$ cat src/iblcl_consts.svh
`ifndef IBLCL_CONSTS_SVH
`define IBLCL_CONSTS_SVH
// ----------------------------------------------------------------
// Register map
// ----------------------------------------------------------------
`define IBLCL_ADDR_LEN    8'h00
`define IBLCL_ADDR_STAT   8'h01
// ----------------------------------------------------------------
// Length register layout and reset value
// ----------------------------------------------------------------
`define IBLCL_GEN_MSB     5
`define IBLCL_GEN_LSB     4
`define IBLCL_ACT_MSB     3
`define IBLCL_ACT_LSB     2
`define IBLCL_DEACT_MSB   1
`define IBLCL_DEACT_LSB   0
`define IBLCL_LEN_RST     6'h01
`define IBLCL_GEN_IDX_RST 3'h4
// ----------------------------------------------------------------
// Code lengths
// ----------------------------------------------------------------
`define IBLCL_LEN_BASE    4'h5
`define IBLCL_FILL_MAX    4'h8
`define IBLCL_MASK_FULL   8'hFF
`define IBLCL_SEL_MAX     2'h3
`endif

$ cat src/iblcl_pkg.sv
`default_nettype none
package iblcl_pkg;
    // Length select codes shared by generator and both detectors
    typedef enum logic [1:0] {
        LEN5 = 2'b00,
        LEN6 = 2'b01,
        LEN7 = 2'b10,
        LEN8 = 2'b11
    } iblcl_len_e;

    // The three length selects as one carrier
    typedef struct packed {
        iblcl_len_e gen;
        iblcl_len_e act;
        iblcl_len_e deact;
    } iblcl_len_s;
endpackage
`default_nettype wire

$ cat src/iblcl_top.sv
// What this block does
// - The generation length field picks 5 to 8 valid low-order pattern bits, 00 to 11.
// - After reset the generation length field is 00, so five pattern bits are sent.
// - The activate length field picks 5 to 8 low-order activate pattern bits to compare.
// - After reset the activate length field is 00, a five-bit activate code.
// - After reset the deactivate length field is 01, a six-bit deactivate code.
// - The generator sends bit 0 of the pattern as the last bit of each repetition.
// - The activate detector takes pattern bit 0 as the last received code bit.
// - The deactivate detector takes pattern bit 0 as the last received code bit.
//
// Implementation choices: the address map and the strobed register port.
`timescale 1ns/10ps
`default_nettype none
`include "iblcl_consts.svh"

module iblcl_top (
    input  wire logic                   CLK_SYS,
    input  wire logic                   SRST,
    input  wire logic [7:0]             ADDR,
    input  wire logic [7:0]             WDATA,
    input  wire logic                   WR_STB,
    input  wire logic                   RD_STB,
    output logic      [7:0]             RDATA,
    input  wire logic [7:0]             GEN_PATTERN,
    input  wire logic [7:0]             ACT_PATTERN,
    input  wire logic [7:0]             DEACT_PATTERN,
    input  wire logic                   TX_BIT_EN,
    output logic                        TX_CODE_BIT,
    input  wire logic                   RX_BIT_EN,
    input  wire logic                   RX_BIT,
    output logic                        ACT_MATCH,
    output logic                        DEACT_MATCH,
    output iblcl_pkg::iblcl_len_s       LEN_SEL
);

    // ----------------------------------------------------------------
    // Helpers
    // ----------------------------------------------------------------
    // Mask of the valid low-order bits for a length select
    function automatic logic [7:0] len_mask(input iblcl_pkg::iblcl_len_e sel);
        len_mask = `IBLCL_MASK_FULL >> (`IBLCL_SEL_MAX - sel);
    endfunction

    // Number of valid bits for a length select
    function automatic logic [3:0] len_bits(input iblcl_pkg::iblcl_len_e sel);
        len_bits = `IBLCL_LEN_BASE + {2'h0, sel};
    endfunction

    // ----------------------------------------------------------------
    // Register bank
    // ----------------------------------------------------------------
    iblcl_pkg::iblcl_len_s len_cfg;
    iblcl_pkg::iblcl_len_s next_len_cfg;
    logic [7:0]            next_rdata;
    logic [2:0]            gen_idx;
    logic                  wr_len;

    assign wr_len = WR_STB && (ADDR == `IBLCL_ADDR_LEN);

    // Decode writes; unmapped reads answer zero, and data stand one cycle only
    always_comb begin
        next_len_cfg = len_cfg;
        next_rdata   = 8'h00;
        if (wr_len) begin
            next_len_cfg.gen   = iblcl_pkg::iblcl_len_e'(
                WDATA[`IBLCL_GEN_MSB:`IBLCL_GEN_LSB]);
            next_len_cfg.act   = iblcl_pkg::iblcl_len_e'(
                WDATA[`IBLCL_ACT_MSB:`IBLCL_ACT_LSB]);
            next_len_cfg.deact = iblcl_pkg::iblcl_len_e'(
                WDATA[`IBLCL_DEACT_MSB:`IBLCL_DEACT_LSB]);
        end
        if (RD_STB) begin
            if (ADDR == `IBLCL_ADDR_LEN) begin
                next_rdata = {2'h0, len_cfg};
            end else if (ADDR == `IBLCL_ADDR_STAT) begin
                next_rdata = {3'h0, gen_idx, DEACT_MATCH, ACT_MATCH};
            end
        end
    end

    // Reset values give 5/5/6-bit codes
    always_ff @(posedge CLK_SYS) begin
        if (SRST) begin
            len_cfg <= iblcl_pkg::iblcl_len_s'(`IBLCL_LEN_RST);
            RDATA   <= 8'h00;
        end else begin
            len_cfg <= next_len_cfg;
            RDATA   <= next_rdata;
        end
    end

    assign LEN_SEL = len_cfg;

    // ----------------------------------------------------------------
    // Code generator
    // ----------------------------------------------------------------
    logic [2:0] gen_last;
    logic [2:0] next_gen_idx;
    logic       next_tx_bit;

    assign gen_last = 3'(len_bits(len_cfg.gen) - 4'h1);

    // Bits go out from the top valid bit down to bit 0; a shorter length
    // written mid-repetition clamps the index so no stale upper bit leaks
    always_comb begin
        next_gen_idx = gen_idx;
        next_tx_bit  = TX_CODE_BIT;
        if (TX_BIT_EN) begin
            if (gen_idx > gen_last) begin
                next_tx_bit  = GEN_PATTERN[gen_last];
                next_gen_idx = gen_last - 3'h1;
            end else begin
                next_tx_bit  = GEN_PATTERN[gen_idx];
                if (gen_idx == 3'h0) begin
                    next_gen_idx = gen_last;
                end else begin
                    next_gen_idx = gen_idx - 3'h1;
                end
            end
        end
    end

    // Generator state
    always_ff @(posedge CLK_SYS) begin
        if (SRST) begin
            gen_idx     <= `IBLCL_GEN_IDX_RST;
            TX_CODE_BIT <= 1'b0;
        end else begin
            gen_idx     <= next_gen_idx;
            TX_CODE_BIT <= next_tx_bit;
        end
    end

    // ----------------------------------------------------------------
    // Code detectors
    // ----------------------------------------------------------------
    logic [7:0] rx_sh;
    logic [7:0] next_rx_sh;
    logic [3:0] rx_fill;
    logic [3:0] next_rx_fill;
    logic       next_act;
    logic       next_deact;
    logic [7:0] act_mask;
    logic [7:0] deact_mask;

    assign act_mask   = len_mask(len_cfg.act);
    assign deact_mask = len_mask(len_cfg.deact);

    // Newest bit lands in bit 0, so it lines up with pattern bit 0; the fill
    // count stops a match on a partly filled shifter after reset
    always_comb begin
        next_rx_sh   = rx_sh;
        next_rx_fill = rx_fill;
        next_act     = ACT_MATCH;
        next_deact   = DEACT_MATCH;
        if (RX_BIT_EN) begin
            next_rx_sh = {rx_sh[6:0], RX_BIT};
            if (rx_fill != `IBLCL_FILL_MAX) begin
                next_rx_fill = rx_fill + 4'h1;
            end
            next_act   = (((next_rx_sh ^ ACT_PATTERN) & act_mask) == 8'h00)
                         && (next_rx_fill >= len_bits(len_cfg.act));
            next_deact = (((next_rx_sh ^ DEACT_PATTERN) & deact_mask) == 8'h00)
                         && (next_rx_fill >= len_bits(len_cfg.deact));
        end
    end

    // Detector state
    always_ff @(posedge CLK_SYS) begin
        if (SRST) begin
            rx_sh       <= 8'h00;
            rx_fill     <= 4'h0;
            ACT_MATCH   <= 1'b0;
            DEACT_MATCH <= 1'b0;
        end else begin
            rx_sh       <= next_rx_sh;
            rx_fill     <= next_rx_fill;
            ACT_MATCH   <= next_act;
            DEACT_MATCH <= next_deact;
        end
    end
endmodule

`default_nettype wire

$ cat config.mk
export PLATFORM = sky130hd
export DESIGN_NAME = iblcl_top
export DESIGN_NICKNAME = d
export VERILOG_FILES = /design/src/iblcl_pkg.sv /design/src/iblcl_top.sv
export VERILOG_INCLUDE_DIRS = /design/src /design/src/src
export SDC_FILE = /design/constraint.sdc
export NUM_CORES = 1
export LEC_CHECK = 0
export ABC_AREA = 1
export BUFFER_PORTS_ARGS = -buffer_cell sky130_fd_sc_hd__buf_4
export CAP_MARGIN = 20
export CORE_MARGIN = 2
export CORE_UTILIZATION = 48
export CTS_CLUSTER_DIAMETER = 200
export CTS_CLUSTER_SIZE = 40
export DETAILED_ROUTE_END_ITERATION = 10
export PLACE_DENSITY = 0.83
export SLEW_MARGIN = 20
export SYNTH_ARGS = -nofsm -noshare
export SYNTH_HDL_FRONTEND = slang
export SYNTH_SLANG_ARGS = --single-unit
$ cat constraint.sdc
create_clock -name CLK_SYS -period 2.5 [get_ports CLK_SYS]
set_clock_uncertainty 0.1 [all_clocks]
set_input_delay 0.375 -clock CLK_SYS [delete_from_list [all_inputs] [get_ports CLK_SYS]]
set_output_delay 0.375 -clock CLK_SYS [all_outputs]
set_load 0.005 [all_outputs]
==> flow_metrics.env <==
export IMPL_worst_setup_path_end_kind="register"
export IMPL_peakVddDrop_uv=346
export IMPL_hold_class="primary input to register"
export IMPL_p_per_area_nw_per_um2=461
export IMPL_status="finished, final reports clean"
export IMPL_die_area_um2=4660
export IMPL_clkTransAtPathRegs_ns=0.07
export IMPL_hold_buffers=0
export IMPL_grt_start_max_net_pins=18
export IMPL_synth_seq_cells=29
export IMPL_vias_per_cell=5.09
export IMPL_die_w_um=68.2
export IMPL_fmaxAchievable_ghz=0.495
export IMPL_overflow=0
export IMPL_setup_viol=0
export IMPL_finalPower_mw=1.17
export IMPL_crit_type="register to register"
export IMPL_final_nets=419
export IMPL_multiInputGateArea_um2=1150
export IMPL_yosysUniqueCellTypes=29
export IMPL_hold_violations=0
export IMPL_dpl_cell_area_um2=2440
export IMPL_syn_area_um2=1980
export IMPL_dr_pass1_iters=4
export IMPL_critPathBufInv=3
export IMPL_cp_slowest_cell="dfxtp_1"
export IMPL_grt_antenna_before_repair=0
export IMPL_insertion_delay_ns=0.29
export IMPL_leakage_nw=1.30
export IMPL_numPortBuffers=59
export IMPL_post_place_cells=398
export IMPL_routed_wl_mm=4.83
export IMPL_clkSinkCount=29
export IMPL_slowest_delay_ns=0.42
export IMPL_grt_busiest_layer="met2"
export IMPL_syn_avg_cell_area_um2=6.71
export IMPL_start_util_pct=49.9
export IMPL_cts_root_buf="clkbuf_8"
export IMPL_crit_family="adder cells"
export IMPL_fillers=371
export IMPL_post_route_period_util_pct=80.8
export IMPL_cts_max_path_buffers=2
export IMPL_drv_cap=0
export IMPL_ios=64
export IMPL_cts_resized=0
export IMPL_drtIter0Drc=100
export IMPL_met3_usage_pct=5.43
export IMPL_layout_drive_gt1_share_pct=25.8
export IMPL_grt_pass1_vias=1765
export IMPL_finalNonFillerCells=406
export IMPL_groute_usage_overall_pct=22.7
export IMPL_layout_common_cells="70 x nand2_1, 59 x buf_4, 47 x inv_1"
export IMPL_cts_made_buffers=5
export IMPL_yosys_warnings=0
export IMPL_period_needed_ns=2.02
export IMPL_cp_max_fo=5
export IMPL_final_area_um2=2530
export IMPL_drv_slew=0
export IMPL_crit_top_cell="nand2_1"
export IMPL_cp_required_ns=2.62
export IMPL_dieHeight_um=68.2
export IMPL_netlist_instances=295
export IMPL_regArea_um2=581
export IMPL_antenna_left=0
export IMPL_finalWeightedCongestion=0.853
export IMPL_rsz0062_at_grt="no"
export IMPL_use_met2_pct=37.3
export IMPL_worstReg2RegStart="rx_fill[0]"
export IMPL_grt_use_met1_pct=27.8
export IMPL_min_from="SRST"
export IMPL_cts_setup_buffers=0
export IMPL_routedWlPerCell_um=11.9
export IMPL_core_rowCount=23
export IMPL_setup_worst_path_start="rx_fill[0]"
export IMPL_layout_commonest_cell="nand2_1"
export IMPL_critPathLaunchType="register"
export IMPL_seq_area_frac_synth_pct=29.3
export IMPL_finalSetupTns_ns=0
export IMPL_grt_pass1_wl_mm=7.82
export IMPL_syn2layout_area_growth_pct=27.7
export IMPL_drc=0
export IMPL_core_area_um2=3970
export IMPL_crit_arrival_ns=2.14
export IMPL_vias=2066
export IMPL_worstPathCellList="inv_1 > ha_1 > nand3_1 > xor2_1 > inv_1 > ha_1 > inv_1 > nand2_1 > nand2_1 > nand2_1 > nand2_1 > nand3_1 > nand3_1 > a21oi_1"
export IMPL_dp_hpwl_mm=3.73
export IMPL_tritoncts="yes"
export IMPL_htree_levels=2
export IMPL_num_antenna_cells=0
-- flip-flops by register name, summed over array words and instances, names as in the netlist --
register     flops
gen_idx          3
rx_sh            7
TX_CODE_BIT      1
DEACT_MATCH      1
RDATA            6
LEN_SEL          6
rx_fill          4
ACT_MATCH        1
-- path summary, 6_finish.rpt --
kind	endpoint	slack (ns)	cells past startpoint
hold / removal	DEACT_MATCH	0.23	2
setup / recovery	ACT_MATCH	0.48	14
setup reg to reg	ACT_MATCH	0.48	14
hold reg to reg	DEACT_MATCH	0.41	2
-- synthesized netlist by cell type --
cell type	n	area [µm²]
nand2_2	2	12.5
inv_2	8	30.0
and3b_1	1	8.76
buf_2	4	20.0
buf_6	1	11.3
xor2_1	3	26.3
o21ai_0	13	65.1
conb_1	1	3.75
nor2_1	14	52.6
nor4_1	1	6.26
a21oi_2	5	43.8
xnor2_1	1	8.76
ha_1	17	213
nand3_2	1	10.0
or2_0	1	6.26
o21bai_2	1	11.3
inv_1	47	176
nand3_1	25	125
o211ai_1	8	60.1
nor2_2	3	18.8
o21ai_2	4	35.0
buf_4	2	15.0
nand4_1	1	6.26
nand3b_1	2	15.0
nand2_1	70	263
dfxtp_1	29	581
o21ai_1	7	35.0
a21oi_1	22	110
nor2_4	1	11.3
-- power breakdown --
| part | leakage, nW | internal, mW | switching, mW |
|---|---|---|---|
| Sequential | 0.237 | 0.483 | 0.0281 |
| Combinational | 1.02 | 0.128 | 0.143 |
| Clock | 0.0439 | 0.192 | 0.193 |
-- worst register-to-register path: cells and delay by family, from the launching register on --
kind / cells / cell delay [ns]
adders and majority gates: 2 / 0.48
and+or+nand+nor: 7 / 0.43
DFF: 1 / 0.42
buffers and inverters: 3 / 0.19
xor gates and xnor gates: 1 / 0.19
AOI/OAI and AO/OA: 1 / 0.13
-- final cells by class --
class | instances | area share [%]
clock buffers | 5 | 2.72
multi-input cells | 205 | 45.5
flip-flops and latches | 29 | 22.9
repair buffers | 59 | 17.5
well taps | 50 | 2.47
clock inverters | 3 | 0.692
inverters | 55 | 8.16
-- routing by layer --
layer / part of all wire, % / vias to the layer above
li1: - / 1064
met2: 47 / 65
met5: 0 / -
met4: 1.7 / 0
met3: 6.6 / 6
met1: 44 / 931
-- per-stage QoR --
stage / setup slack, ns / util, % / hold WS [ns]
5_1_grt: 0.308 / 63.7 / 0.238
3_5_place_dp: 0.511 / 61.5 / 0.392
6_report: 0.481 / 63.7 / 0.230
3_3_place_gp: 0.559 / 61.5 / 0.382
4_1_cts: 0.472 / 63.7 / 0.225
2_1_floorplan: 0.664 / - / 0.373
-- logic make-up (layout without fill, tap and decap cells) --
family,count (synthesis),after routing,synth area share [%]
simple gates,122,122,27.0
flops,29,29,29.3
compound gates,60,60,18.2
buf+inv,62,122,12.8
fa+ha+maj,17,17,10.7
xor+xnor,4,4,1.77
other cells,1,2,0.189
No activity file was read; power rests on OpenSTA's default activity.
